[config.mk]
export PLATFORM = sky130hd
export DESIGN_NAME = acoc_dev_flat
export DESIGN_NICKNAME = d
export VERILOG_FILES = /design/src/shared/acoc_pkg.sv /design/src/shared/acoc_if.sv /design/src/core/acoc_dev.sv /design/src/flat_wrapper.sv
export VERILOG_INCLUDE_DIRS = /design/src /design/src/shared
export SDC_FILE = /design/constraint.sdc
export NUM_CORES = 2
export LEC_CHECK = 0
export BUFFER_PORTS_ARGS = -buffer_cell sky130_fd_sc_hd__buf_2
export CAP_MARGIN = 20
export CORE_AREA = 2 2 430 432
export CTS_CLUSTER_DIAMETER = 30
export DETAILED_ROUTE_END_ITERATION = 12
export DIE_AREA = 0 0 432 434
export RECOVER_POWER = 25
export SYNTH_ARGS = -nofsm -noshare
export SYNTH_HDL_FRONTEND = slang
export SYNTH_SLANG_ARGS = --single-unit
[constraint.sdc]
create_clock -name clk_sys -period 26.7 [get_ports clk_sys]
set_clock_uncertainty 0.1 [all_clocks]
set_input_delay 2.67 -clock clk_sys [delete_from_list [all_inputs] [get_ports clk_sys]]
set_output_delay 2.67 -clock clk_sys [all_outputs]
set_load 0.05 [all_outputs]
[src/shared/acoc_map.svh]
/*
 * constant map of the angle output conditioning block: register
 * indices, field positions, reset values and timing figures.
 * assumes inclusion by bare name from the package, ahead of the modules.
 */
`ifndef ACOC_MAP_SVH
`define ACOC_MAP_SVH

// ********************************************************************
// register indices, field positions, values and timing
// ********************************************************************
`define ACOC_R_NOISE    5'h00
`define ACOC_R_OFFSET   5'h01
`define ACOC_R_GAIN     5'h02
`define ACOC_R_LOWER    5'h03
`define ACOC_R_UPPER    5'h04
`define ACOC_R_SUPPLY   5'h05
`define ACOC_R_FRONT    5'h06
`define ACOC_R_PATH     5'h07
`define ACOC_R_INGAIN   5'h08
`define ACOC_R_BPX0     5'h09
`define ACOC_R_BPY0     5'h0d
`define ACOC_R_SLOPE0   5'h11
`define ACOC_R_STATUS   5'h15
`define ACOC_NREGS      21
`define ACOC_NSEG       4
`define ACOC_F_THR      15:8
`define ACOC_F_ATT      7:0
`define ACOC_F_OV       15:8
`define ACOC_F_UV       7:0
`define ACOC_F_LOCK     15
`define ACOC_F_FRZERO   14:8
`define ACOC_F_MODULO   7:6
`define ACOC_F_RATE     5:4
`define ACOC_F_MEAS     3:0
`define ACOC_F_MEASTOP  3
`define ACOC_F_PTRSV    15:8
`define ACOC_F_NMULT    7:5
`define ACOC_F_NSLOPE   4:1
`define ACOC_F_VARBP    0
`define ACOC_RST_GAIN   16'h4000
`define ACOC_RST_UPPER  16'h7fff
`define ACOC_FRAC_IN    15
`define ACOC_FRAC_OUT   14
`define ACOC_FRAC_NC    8
`define ACOC_ATT_MAX    8'h80
`define ACOC_FIX_X0     16'h8000
`define ACOC_FIX_X1     16'hc000
`define ACOC_FIX_X2     16'h0000
`define ACOC_FIX_X3     16'h4000
`define ACOC_CLK_HZ     40000000
`define ACOC_SPS_2K     2000
`define ACOC_SPS_4K     4000
`define ACOC_SPS_8K     8000
`define ACOC_SPS_16K    16000
`define ACOC_FIFO_DEPTH 8

`endif

[src/shared/acoc_pkg.sv]
/*
 * types shared by both ends of the angle output conditioning block.
 * assumes the constant map is on the include path.
 */
`include "acoc_map.svh"

package acoc_pkg;

    // ****************************************************************
    // datapath sequencer states
    // ****************************************************************
    typedef enum logic [2:0] {
        ACOC_S_IDLE  = 3'b000,
        ACOC_S_SCALE = 3'b001,
        ACOC_S_LIN   = 3'b010,
        ACOC_S_NC    = 3'b011,
        ACOC_S_GAIN  = 3'b100,
        ACOC_S_CLAMP = 3'b101
    } acoc_state_e;

    typedef logic [15:0] acoc_word_t;

endpackage

[src/shared/acoc_if.sv]
/*
 * link between the conditioning datapath and its configuring party:
 * configuration port, sample stream, output stream, supply levels.
 * assumes one clock shared by both ends.
 */
`timescale 1ns/1ps

interface acoc_if (
    // clock
    input wire logic clk_sys
);
    import acoc_pkg::*;

    // configuration port
    logic       cfg_wr;
    logic [4:0] cfg_addr;
    acoc_word_t cfg_wdata;
    acoc_word_t cfg_rdata;
    // raw angle samples
    logic       smp_valid;
    acoc_word_t smp_data;
    logic       smp_ready;
    // conditioned output
    logic       out_valid;
    acoc_word_t out_data;
    // supply supervision
    logic [7:0] sup_level;
    logic       uv_flag;
    logic       ov_flag;

    modport dev (
        input  cfg_wr, cfg_addr, cfg_wdata, smp_valid, smp_data,
               sup_level,
        output cfg_rdata, smp_ready, out_valid, out_data, uv_flag, ov_flag
    );

    modport host (
        output cfg_wr, cfg_addr, cfg_wdata, smp_valid, smp_data,
               sup_level,
        input  cfg_rdata, smp_ready, out_valid, out_data, uv_flag, ov_flag
    );

endinterface

[src/core/acoc_dev.sv]
/*
 * sample fifo and conditioning datapath: input scaling, breakpoint
 * interpolation, noise cancel filter, gain, offset, clamp, supply check.
 * assumes one clock, the acoc_if link and a power-of-two fifo depth.
 */
`timescale 1ns/1ps

// ********************************************************************
// sample fifo
// ********************************************************************
module acoc_fifo
    import acoc_pkg::*;
#(
    parameter int W = 16,
    parameter int D = 8
) (
    // clock and reset
    input  wire logic         clk_sys,
    input  wire logic         nrst,
    // filling side
    input  wire logic         in_valid,
    input  wire logic [W-1:0] in_data,
    output logic              in_ready,
    // draining side
    output logic              out_valid,
    output logic [W-1:0]      out_data,
    input  wire logic         out_ready
);
    localparam int AW = $clog2(D);

    typedef struct packed {
        logic [D-1:0][W-1:0] mem;
        logic [AW-1:0]       wp;
        logic [AW-1:0]       rp;
        logic [AW:0]         cnt;
    } acoc_fifo_s;

    acoc_fifo_s q;
    acoc_fifo_s d;
    logic       push;
    logic       pop;

    // flags from the occupancy count
    assign in_ready  = (q.cnt != (AW+1)'(D));
    assign out_valid = (q.cnt != '0);
    assign out_data  = q.mem[q.rp];
    assign push      = in_valid && in_ready;
    assign pop       = out_valid && out_ready;

    // pointer and count update
    always_comb begin
        d = q;
        if (push) begin
            d.mem[q.wp] = in_data;
            d.wp        = q.wp + 1'b1;
        end
        if (pop) begin
            d.rp = q.rp + 1'b1;
        end
        d.cnt = q.cnt + (AW+1)'(push) - (AW+1)'(pop);
    end

    always_ff @(posedge clk_sys or negedge nrst) begin
        if (!nrst) begin
            q <= '0;
        end else begin
            q <= d;
        end
    end
endmodule

// ********************************************************************
// conditioning datapath end
// ********************************************************************
module acoc_dev
    import acoc_pkg::*;
#(
    parameter int DIV_2K  = `ACOC_CLK_HZ / `ACOC_SPS_2K,
    parameter int DIV_4K  = `ACOC_CLK_HZ / `ACOC_SPS_4K,
    parameter int DIV_8K  = `ACOC_CLK_HZ / `ACOC_SPS_8K,
    parameter int DIV_16K = `ACOC_CLK_HZ / `ACOC_SPS_16K
) (
    // clock and reset
    input  wire logic clk_sys,
    input  wire logic nrst,
    // link
    acoc_if.dev       lnk,
    // user side status
    output logic      cfg_locked,
    output logic [1:0] rate_sel,
    output logic [3:0] meas_setup,
    output logic      meas_bad,
    output logic      var_bp
);
    typedef struct packed {
        logic [`ACOC_NREGS-1:0][15:0] cfg;
        acoc_word_t  rdata;
        logic [14:0] tick_cnt;
        logic        tick_pend;
        acoc_state_e st;
        acoc_word_t  smp;
        acoc_word_t  filt;
        logic        out_valid;
        acoc_word_t  out_data;
        logic        uv;
        logic        ov;
    } acoc_dev_s;

    acoc_dev_s  q;
    acoc_dev_s  d;
    logic       fifo_valid;
    acoc_word_t fifo_data;
    logic       fifo_pop;

    // saturate a wide signed result to a 16-bit word
    function automatic acoc_word_t sat16(input logic signed [48:0] v);
        if (v > 49'sh7fff) begin
            sat16 = 16'h7fff;
        end else if (v < -49'sh8000) begin
            sat16 = 16'h8000;
        end else begin
            sat16 = v[15:0];
        end
    endfunction

    // segment index of a signed input among ascending positions
    function automatic logic [1:0] seg_of(input acoc_word_t v,
                                          input logic [3:0][15:0] xs);
        logic [1:0] s;
        s = 2'h0;
        for (int k = 1; k < `ACOC_NSEG; k++) begin
            if ($signed(v) >= $signed(xs[k])) begin
                s = 2'(k);
            end
        end
        return s;
    endfunction

    // fifo of raw samples in front of the datapath
    acoc_fifo #(.W(16), .D(`ACOC_FIFO_DEPTH)) u_fifo (
        .clk_sys   (clk_sys),
        .nrst      (nrst),
        .in_valid  (lnk.smp_valid),
        .in_data   (lnk.smp_data),
        .in_ready  (lnk.smp_ready),
        .out_valid (fifo_valid),
        .out_data  (fifo_data),
        .out_ready (fifo_pop)
    );

    // one sample taken per rate tick, only while idle
    assign fifo_pop = (q.st == ACOC_S_IDLE) && q.tick_pend && fifo_valid;

    // outputs straight from registers
    assign lnk.cfg_rdata = q.rdata;
    assign lnk.out_valid = q.out_valid;
    assign lnk.out_data  = q.out_data;
    assign lnk.uv_flag   = q.uv;
    assign lnk.ov_flag   = q.ov;
    assign cfg_locked    = q.cfg[`ACOC_R_FRONT][`ACOC_F_LOCK];
    assign rate_sel      = q.cfg[`ACOC_R_FRONT][`ACOC_F_RATE];
    assign meas_setup    = q.cfg[`ACOC_R_FRONT][`ACOC_F_MEAS];
    assign meas_bad      = q.cfg[`ACOC_R_FRONT][`ACOC_F_MEASTOP];
    assign var_bp        = q.cfg[`ACOC_R_PATH][`ACOC_F_VARBP];

    // configuration, tick, datapath sequencer
    always_comb begin
        logic [14:0]       div;
        logic [2:0]        mult;
        logic [18:0]       wrap;
        logic signed [48:0] acc;
        logic signed [16:0] dif;
        logic [16:0]       mag;
        logic [3:0][15:0]  xs;
        logic [1:0]        sg;
        acoc_word_t        thr;
        acoc_word_t        att;
        d    = q;
        div  = 15'h0;
        mult = 3'h1;
        wrap = '0;
        acc  = '0;
        dif  = '0;
        mag  = '0;
        xs   = '0;
        sg   = 2'h0;
        thr  = {8'h00, q.cfg[`ACOC_R_NOISE][`ACOC_F_THR]};
        att  = {8'h00, q.cfg[`ACOC_R_NOISE][`ACOC_F_ATT]};
        d.out_valid = 1'b0;
        // register writes refused once locked
        if (lnk.cfg_wr && !cfg_locked
            && (lnk.cfg_addr < 5'(`ACOC_NREGS))) begin
            d.cfg[lnk.cfg_addr] = lnk.cfg_wdata;
        end
        // read data with live status word
        if (lnk.cfg_addr == `ACOC_R_STATUS) begin
            d.rdata = {12'h000, meas_bad, cfg_locked, q.ov, q.uv};
        end else if (lnk.cfg_addr < 5'(`ACOC_NREGS)) begin
            d.rdata = q.cfg[lnk.cfg_addr];
        end else begin
            d.rdata = 16'h0000;
        end
        // sample rate divider
        case (rate_sel)
            2'b00:   div = 15'(DIV_2K - 1);
            2'b01:   div = 15'(DIV_4K - 1);
            2'b10:   div = 15'(DIV_8K - 1);
            default: div = 15'(DIV_16K - 1);
        endcase
        // pop clears first so a tick in the same cycle is kept
        if (fifo_pop) begin
            d.tick_pend = 1'b0;
        end
        if (q.tick_cnt >= div) begin
            d.tick_cnt  = 15'h0;
            d.tick_pend = 1'b1;
        end else begin
            d.tick_cnt = q.tick_cnt + 15'h1;
        end
        // breakpoint positions, fixed or programmable
        if (var_bp) begin
            for (int k = 0; k < `ACOC_NSEG; k++) begin
                xs[k] = q.cfg[`ACOC_R_BPX0 + k];
            end
        end else begin
            xs = {`ACOC_FIX_X3, `ACOC_FIX_X2, `ACOC_FIX_X1, `ACOC_FIX_X0};
        end
        case (q.st)
            ACOC_S_IDLE: begin
                if (fifo_pop) begin
                    // angle wrap: repeat the range by a whole factor
                    case (q.cfg[`ACOC_R_FRONT][`ACOC_F_MODULO])
                        2'b00:   mult = 3'h1;
                        2'b01:   mult = 3'h4;
                        2'b10:   mult = 3'h3;
                        default: mult = 3'h2;
                    endcase
                    wrap  = fifo_data * mult;
                    d.smp = wrap[15:0];
                    d.st  = ACOC_S_SCALE;
                end
            end
            ACOC_S_SCALE: begin
                acc = 49'($signed(q.smp)) *
                      49'($signed(q.cfg[`ACOC_R_INGAIN]));
                acc = (acc <<< q.cfg[`ACOC_R_PATH][`ACOC_F_NMULT])
                      >>> `ACOC_FRAC_IN;
                d.smp = sat16(acc);
                d.st  = ACOC_S_LIN;
            end
            ACOC_S_LIN: begin
                sg  = seg_of(q.smp, xs);
                dif = $signed({q.smp[15], q.smp})
                      - $signed({xs[sg][15], xs[sg]});
                acc = 49'(dif) * 49'($signed(q.cfg[`ACOC_R_SLOPE0 + sg]));
                acc = (acc <<< q.cfg[`ACOC_R_PATH][`ACOC_F_NSLOPE])
                      >>> `ACOC_FRAC_IN;
                acc = acc + 49'($signed(q.cfg[`ACOC_R_BPY0 + sg]));
                d.smp = sat16(acc);
                d.st  = ACOC_S_NC;
            end
            ACOC_S_NC: begin
                dif = $signed({q.smp[15], q.smp})
                      - $signed({q.filt[15], q.filt});
                mag = dif[16] ? 17'(-dif) : 17'(dif);
                if ((thr == 16'h0000 && att == 16'h0000)
                    || (mag >= {1'b0, thr})) begin
                    d.filt = q.smp;
                end else begin
                    acc = (49'(dif) * 49'($signed({1'b0, att})))
                          >>> `ACOC_FRAC_NC;
                    acc = acc + 49'($signed(q.filt));
                    d.filt = sat16(acc);
                end
                d.st = ACOC_S_GAIN;
            end
            ACOC_S_GAIN: begin
                acc = (49'($signed(q.filt)) *
                       49'($signed(q.cfg[`ACOC_R_GAIN]))) >>> `ACOC_FRAC_OUT;
                acc = acc + 49'($signed(q.cfg[`ACOC_R_OFFSET]));
                d.smp = sat16(acc);
                d.st  = ACOC_S_CLAMP;
            end
            ACOC_S_CLAMP: begin
                d.out_data = q.smp;
                if ($signed(q.smp) < $signed(q.cfg[`ACOC_R_LOWER])) begin
                    d.out_data = q.cfg[`ACOC_R_LOWER];
                end
                if ($signed(q.smp) > $signed(q.cfg[`ACOC_R_UPPER])) begin
                    d.out_data = q.cfg[`ACOC_R_UPPER];
                end
                d.out_valid = 1'b1;
                d.uv = lnk.sup_level
                       < q.cfg[`ACOC_R_SUPPLY][`ACOC_F_UV];
                d.ov = lnk.sup_level
                       > q.cfg[`ACOC_R_SUPPLY][`ACOC_F_OV];
                d.st = ACOC_S_IDLE;
            end
            default: d.st = ACOC_S_IDLE;
        endcase
    end

    // state register with documented reset values
    always_ff @(posedge clk_sys or negedge nrst) begin
        if (!nrst) begin
            q                       <= '0;
            q.cfg[`ACOC_R_GAIN]     <= `ACOC_RST_GAIN;
            q.cfg[`ACOC_R_UPPER]    <= `ACOC_RST_UPPER;
            q.cfg[`ACOC_R_INGAIN]   <= `ACOC_RST_GAIN;
            q.st                    <= ACOC_S_IDLE;
        end else begin
            q <= d;
        end
    end
endmodule

[src/flat_wrapper.sv]
// flat-port wrapper written by rule: the top's interface ports become plain ports
module acoc_dev_flat import acoc_pkg::*;
#(
    parameter int DIV_2K  = `ACOC_CLK_HZ / `ACOC_SPS_2K,
    parameter int DIV_4K  = `ACOC_CLK_HZ / `ACOC_SPS_4K,
    parameter int DIV_8K  = `ACOC_CLK_HZ / `ACOC_SPS_8K,
    parameter int DIV_16K = `ACOC_CLK_HZ / `ACOC_SPS_16K
)
  (clk_sys, nrst, cfg_locked, rate_sel, meas_setup, meas_bad, var_bp, lnk_cfg_wr, lnk_cfg_addr, lnk_cfg_wdata, lnk_smp_valid, lnk_smp_data, lnk_sup_level, lnk_cfg_rdata, lnk_smp_ready, lnk_out_valid, lnk_out_data, lnk_uv_flag, lnk_ov_flag);
  acoc_if lnk_i (.clk_sys(clk_sys));
  input  wire logic clk_sys;
  input  wire logic nrst;
  output logic cfg_locked;
  output logic [1:0] rate_sel;
  output logic [3:0] meas_setup;
  output logic meas_bad;
  output logic var_bp;
  input wire logic [$bits(lnk_i.cfg_wr)-1:0] lnk_cfg_wr;
  input wire logic [$bits(lnk_i.cfg_addr)-1:0] lnk_cfg_addr;
  input wire logic [$bits(lnk_i.cfg_wdata)-1:0] lnk_cfg_wdata;
  input wire logic [$bits(lnk_i.smp_valid)-1:0] lnk_smp_valid;
  input wire logic [$bits(lnk_i.smp_data)-1:0] lnk_smp_data;
  input wire logic [$bits(lnk_i.sup_level)-1:0] lnk_sup_level;
  output wire logic [$bits(lnk_i.cfg_rdata)-1:0] lnk_cfg_rdata;
  output wire logic [$bits(lnk_i.smp_ready)-1:0] lnk_smp_ready;
  output wire logic [$bits(lnk_i.out_valid)-1:0] lnk_out_valid;
  output wire logic [$bits(lnk_i.out_data)-1:0] lnk_out_data;
  output wire logic [$bits(lnk_i.uv_flag)-1:0] lnk_uv_flag;
  output wire logic [$bits(lnk_i.ov_flag)-1:0] lnk_ov_flag;
  assign lnk_i.cfg_wr = lnk_cfg_wr;
  assign lnk_i.cfg_addr = lnk_cfg_addr;
  assign lnk_i.cfg_wdata = lnk_cfg_wdata;
  assign lnk_i.smp_valid = lnk_smp_valid;
  assign lnk_i.smp_data = lnk_smp_data;
  assign lnk_i.sup_level = lnk_sup_level;
  assign lnk_cfg_rdata = lnk_i.cfg_rdata;
  assign lnk_smp_ready = lnk_i.smp_ready;
  assign lnk_out_valid = lnk_i.out_valid;
  assign lnk_out_data = lnk_i.out_data;
  assign lnk_uv_flag = lnk_i.uv_flag;
  assign lnk_ov_flag = lnk_i.ov_flag;
  acoc_dev #(.DIV_2K(DIV_2K), .DIV_4K(DIV_4K), .DIV_8K(DIV_8K), .DIV_16K(DIV_16K)) u_core (.clk_sys(clk_sys), .nrst(nrst), .lnk(lnk_i), .cfg_locked(cfg_locked), .rate_sel(rate_sel), .meas_setup(meas_setup), .meas_bad(meas_bad), .var_bp(var_bp));
endmodule
* Word level (Yosys, flattened, before mapping)
Index checks and enable logic that the tools add are counted.
** Word-level totals
- Output and inout port bits :: 45
- Latch bits :: 0
- Bits in read-only memories :: 0
- Bits in registers :: 560
- RAM bits :: 0
- Bits of input ports :: 49
- Logic and storage cells :: 166
- Memories :: 0
** Cells by class
- $add $sub $neg :: 13
- Order comparisons :: 26
- Reductions and logical operators :: 20
- Eq/ne operators :: 12
- Mux-type cells :: 46
- Div/mod/pow operators :: 0
- Multiply operators :: 5
- Bitwise operators :: 0
- Shifts and indexed selects :: 2
** Operators with widths (number)
- 336-bit bitwise mux :: 1
- 16-bit 2-to-1 mux :: 20
- 16-bit binary-select mux with 5-bit select :: 3
- 49-bit by 16-bit > comparator with 1-bit output (second input constant) :: 3
- 49-bit by 16-bit < comparator with 1-bit output (second input constant) :: 3
- 128-bit bitwise mux :: 1
- 16-bit demux with 5-bit select :: 1
- 16-bit by 16-bit multiplier with 32-bit output :: 2
- 64-bit 2-to-1 mux :: 1
- 16-bit case mux with 4 select lines :: 1
- 32-bit by 3-bit <<< shifter with 49-bit output :: 1
- 33-bit by 4-bit <<< shifter with 49-bit output :: 1
- 16-bit binary-select mux with 3-bit select :: 1
- 16-bit demux with 3-bit select :: 1
- 16-bit >= comparator :: 3
- 15-bit case mux with 3 select lines :: 1
- 18-bit by 16-bit adder with 19-bit output :: 2
- 19-bit 2-to-1 mux :: 2
- 34-bit by 16-bit adder with 35-bit output :: 1
- 34-bit by 16-bit > comparator with 1-bit output (second input constant) :: 1
- 34-bit by 16-bit < comparator with 1-bit output (second input constant) :: 1
- 16-bit by 16-bit subtractor with 17-bit output :: 2
- 17-bit by 16-bit multiplier with 33-bit output :: 1
- 16-bit binary-select mux with 2-bit select :: 1
- 45 further kinds :: 69

* Logic depth before layout (Yosys ltp)
- Word-level depth :: 16
- Mapped depth :: 77
- Mapped depth without buffers :: 71

* By module
A second synthesis with hierarchy kept.
** Second synthesis, totals
- Cell total of the unflattened synthesis :: 7637
- Area total of the unflattened synthesis :: 72706.0 sq um
** By module, submodules not included
- acoc_dev :: area an instance 66333.6 sq um, sequential area each 10581.4 sq um, cells an instance 7256, instances 1
- acoc_fifo :: area an instance 6372.4 sq um, sequential area each 3453.3 sq um, cells an instance 381, instances 1

* Worst setup path after synthesis
OpenSTA, ideal clock, no wires.
- Path kind :: register to register
- From :: reg u_core.q (netlist bit u_core.var_bp)
- To :: reg u_core.q[37] (netlist bit)
- Library setup time :: 0.121 ns
- Arrival :: 16.109 ns
- Path slack :: 10.370 ns
- Buffers on the path :: 8
- Period minus slack after synthesis :: 16.330 ns
- Cell stages (with the launch flop) :: 72
- Required time :: 26.479 ns
- Cell sequence :: dfrtp_1 > clkbuf_1 > clkbuf_1 > clkbuf_1 > nand2_1 > ha_1 > a21o_1 > a21o_1 > a21oi_1 > nor2b_1 > o21ai_0 > a21oi_1 > a41o_1 > clkbuf_1 > clkbuf_1 > buf_1 > mux2i_1 > nand2_1 > (+36 left out) > a21o_1 > xor2_1 > inv_1 > a21oi_1 > a311oi_1 > a21o_1 > ha_1 > clkbuf_1 > nand4_1 > or4_1 > nand3_1 > xor2_1 > or4_1 > nor4_1 > and2_1 > o211ai_1 > o21bai_1 > o22a_1
** Between the ends
- Cells in the longest elaborated chain, start to end :: 16
- Elaborated cells on any way between the ends :: 25
- Those cells by class :: 4 x add/sub; 1 x mul; 5 x order compare; 1 x shift; 14 x mux
** Ends and longest elaborated chain
- start: declaration :: line acoc_dev.sv:109 : acoc_dev_s q;
- 64-bit 2-to-1 mux :: line acoc_dev.sv:221 : if (var_bp) begin
- 16-bit >= comparator :: line acoc_dev.sv:132 : if ($signed(v) >= $signed(xs[k])) begin
- 1-bit 2-to-1 mux :: line acoc_dev.sv:132
- 2-bit 2-to-1 mux (2 in series) :: line acoc_dev.sv:132
- 2-bit 2-to-1 mux :: line acoc_dev.sv:228 : case (q.st)
- 5-bit by 2-bit adder with 5-bit output (no line) or 16-bit binary-select mux with 2-bit select (tied branches)
- 16-bit binary-select mux with 5-bit select or 16-bit 2-to-1 mux (tied branches) :: line acoc_dev.sv:255, acoc_dev.sv:254
- 16-bit 2-to-1 mux or 16-bit by 16-bit subtractor with 17-bit output (tied branches) :: line acoc_dev.sv:255, acoc_dev.sv:254
- 17-bit by 16-bit multiplier with 33-bit output :: line acoc_dev.sv:255 : acc = 49'(dif) * 49'($signed(q.cfg[`ACOC_R_SLOPE0 + sg]));
- 33-bit by 4-bit <<< shifter with 49-bit output :: line acoc_dev.sv:256 : acc = (acc <<< q.cfg[`ACOC_R_PATH][`ACOC_F_NSLOPE])
- 34-bit by 16-bit adder with 35-bit output * :: line acoc_dev.sv:258 : acc = acc + 49'($signed(q.cfg[`ACOC_R_BPY0 + sg]));
- 49-bit by 16-bit < comparator with 1-bit output :: line acoc_dev.sv:119 : end else if (v < -49'sh8000) begin
- 16-bit 2-to-1 mux :: line acoc_dev.sv:119
- 16-bit 2-to-1 mux * :: line acoc_dev.sv:117 : if (v > 49'sh7fff) begin
- 16-bit case mux with 4 select lines * :: line acoc_dev.sv:228
Mark *: on every way between the ends. The rest lies on a longest branch, timed or not. The select of a mux whose other input is x is not followed.
A chain may end at the register's enable or synchronous reset.

* Final worst setup path
- From :: reg u_core.q (netlist bit u_core.var_bp)
- To :: reg u_core.q[35] (netlist bit)
The elaborated chain is that of the path after synthesis.

==> results.json <==
{
  "status": "complete, but fails checks",
  "violations": "capacitance limit, slew limit",
  "wl_um": 236000,
  "clk_pin_slew_ns": 0.05,
  "initial_utilization": 0.398,
  "finalCriticalPeriod_ns": 19.13,
  "cp-start-kind": "flip-flop",
  "finalSetupTns_ns": 0,
  "clock_sinks": 560,
  "netlist.top_cell.by_area": "fa_1",
  "grt_overflow_total": 0,
  "die_x_um": 432,
  "clk_latency_ns": 0.77,
  "clk_path_buf_depth": 3,
  "cts_setup_buffers": 0,
  "hold_buffers": 0,
  "dp_cells": 9765,
  "fmax_mhz": 52.3,
  "routabilityCongestion": 0.961,
  "drtIter0Drc": 4500,
  "vias": 56300,
  "synth.avg_cell_area_um2": 9.58,
  "drv_slew": 321,
  "nNetsFinal": 9027,
  "synth-seq-cells": 560,
  "async_reset_ff_frac": 1.00,
  "wl_per_cell_um": 23.5,
  "core_area_um2": 182000,
  "rsz0062_at_grt": "no",
  "synth_fp_nets": 9082,
  "dieHeight_um": 434,
  "yosysMostFrequentCell": "inv_1",
  "ys_types": 102,
  "vias_per_cell": 5.62,
  "fp-row-count": 157,
  "cp.required_ns": 27.24,
  "path_buf_inv": 6,
  "yosys_warnings": 0,
  "arrival_ns": 19.68,
  "synthFlopType": "dfrtp_1",
  "final_cells": 10000,
  "antenna_found_initial": 25,
  "slew_headroom": -3.92,
  "htree_levels": 4,
  "cts_resized": 0,
  "max_cap_violations": 4,
  "min_period_over_period": 0.717,
  "areaGrowthSynthToFinish_pct": 10.7,
  "ios": 94,
  "seq_area_frac_synth": 0.193,
  "synth.cell_area_um2": 72600,
  "firstDrtPassIters": 6,
  "synth-edff-count": 0,
  "crit_path_end_kind": "flip-flop",
  "track_usage": 0.255,
  "cts_root_buf": "clkbuf_16",
  "synthTopCellsByCount": "1170 x inv_1, 925 x fa_1, 841 x nand2_1, 543 x dfrtp_1, 533 x ha_1",
  "utilization": 0.440,
  "pre_cts_ws_ns": 7.87,
  "fin_ws_ns": 7.57,
  "synthesis.instances": 7575,
  "drive_above_1_share": 0.143,
  "cts_inserted_buffers": 136,
  "die_area_um2": 187000,
  "grt_max_degree": 178,
  "drtAntennaViolNets": 0,
  "io_buffer_count": 93,
  "worstSetupPathType": "flip-flop to flip-flop",
  "cpLargestDelayFamily": "compound AO/OA/AOI/OAI gates",
  "synth_area_leaders": "fa_1 26%, dfrtp_1 19%, ha_1 9.2%",
  "worstHoldPathType": "flip-flop to flip-flop",
  "cts_tree": "built",
  "worstMarginPinSlew_ns": 7.39,
  "slowest_stage": "o21ai_1",
  "synth_top_cell_area_share": 0.255,
  "dp_hpwl_um": 179000,
  "crit_path_max_incr_delay_ns": 0.82,
  "grt_pass1_vias": 58700,
  "setup_viol": 0,
  "drc": 0,
  "grt_pass1_wl_um": 363000,
  "worstPathMaxFanout": 76,
  "hold_viol": 0,
  "crit_top_cell": "a21oi_1"
}
per-stage QoR:
step,hold slack [ns],instance area [um2]
3_5_place_dp,0.366,75500
4_1_cts,0.375,80400
2_1_floorplan,0.350,72600
3_3_place_gp,0.359,75400
5_1_grt,0.392,80300
6_report,0.376,80300
sequential cells by signal (all words and copies together), names as in the netlist:
| register | cells |
|---|---|
| u_core.lnk.cfg_rdata | 16 |
| u_core.meas_setup | 3 |
| u_core.lnk.out_data | 16 |
| u_core.u_fifo.q | 138 |
| u_core.lnk.uv_flag | 1 |
| u_core.rate_sel | 2 |
| u_core.var_bp | 1 |
| u_core.lnk.out_valid | 1 |
| u_core.cfg_locked | 1 |
| u_core.meas_bad | 1 |
| u_core.lnk.ov_flag | 1 |
| u_core.q | 379 |
layer usage:
layer  global-route usage  share of wire  routed length [um]
met3               0.0470          0.068               16100
met4                0.140          0.063               14800
met1                0.315           0.39               92700
met5                    0        0.00047                 112
met2                0.420           0.48              112000
kinds of logic (layout without fill, tap and decap cells):
kind of cell	count (synthesis)	in the layout	share of synthesized area
and+or+nand+nor	1973	1973	0.128
buffers and inverters	1589	1644	0.0844
adders and majority gates	1459	1459	0.347
AOI/OAI and AO/OA	1074	1074	0.0964
muxes	693	693	0.123
DFF	560	560	0.193
xor gates and xnor gates	227	227	0.0275
other	0	7	0
cell type report:
cell class / count / area (um2)
Fill cell: 17300 / 102000
Multi-Input combinational cell: 5426 / 52500
Sequential cell: 560 / 14000
Inverter: 1171 / 4400
Clock buffer: 170 / 3690
Tap cell: 2385 / 2980
Timing Repair Buffer: 225 / 1480
Clock inverter: 78 / 1210
Antenna cell: 7 / 17.5
layout by cell type (no fill, tap or decap), types with 21 or more instances in the layout:
| master | netlist | final |
|---|---|---|
| inv_1 | 1170 | 1171 |
| fa_1 | 925 | 925 |
| nand2_1 | 841 | 841 |
| dfrtp_1 | 543 | 537 |
| ha_1 | 533 | 533 |
| mux2_2 | 439 | 439 |
| nor2_1 | 355 | 350 |
| and2_1 | 299 | 297 |
| o21ai_0 | 290 | 289 |
| a21oi_1 | 222 | 222 |
| xnor2_1 | 142 | 140 |
| mux2i_1 | 138 | 137 |
| clkbuf_16 | 0 | 137 |
| buf_4 | 38 | 122 |
| mux4_2 | 116 | 116 |
| a21o_1 | 110 | 110 |
| buf_2 | 8 | 88 |
| xor2_1 | 84 | 83 |
| nand2b_1 | 82 | 82 |
| nand3_1 | 82 | 81 |
| nor2b_1 | 64 | 64 |
| nor3_1 | 66 | 63 |
| a22oi_1 | 53 | 53 |
| and3_1 | 48 | 48 |
| a211oi_1 | 43 | 43 |
| o21a_1 | 40 | 40 |
| a31oi_1 | 37 | 37 |
| nand4_1 | 34 | 34 |
| a221oi_1 | 32 | 32 |
| o211ai_1 | 30 | 30 |
| clkbuf_1 | 341 | 29 |
| or3_1 | 21 | 21 |
path summary, 6_finish.rpt:
path                                                start                              end  slack [ns]  cells after the start
worst max-delay path            u_core.var_bp$_DFFE_PN0P_         u_core.q[35]$_DFFE_PN0P_        7.57                     69
worst min-delay path             u_core.q[54]$_DFFE_PN0P_         u_core.q[54]$_DFFE_PN0P_        0.38                      1
worst max register to register  u_core.var_bp$_DFFE_PN0P_         u_core.q[35]$_DFFE_PN0P_        7.57                     69
worst min register to register   u_core.q[54]$_DFFE_PN0P_         u_core.q[54]$_DFFE_PN0P_        0.38                      1
max in group asynchronous                            nrst        u_core.q[215]$_DFFE_PN0P_       12.95                      2
min in group asynchronous                            nrst  u_core.u_fifo.q[19]$_DFFE_PN0P_        4.14                      1
Power is left out: the tool's default activity adds up to more than one toggle a clock period on the data nets, which glitch-free logic cannot reach.
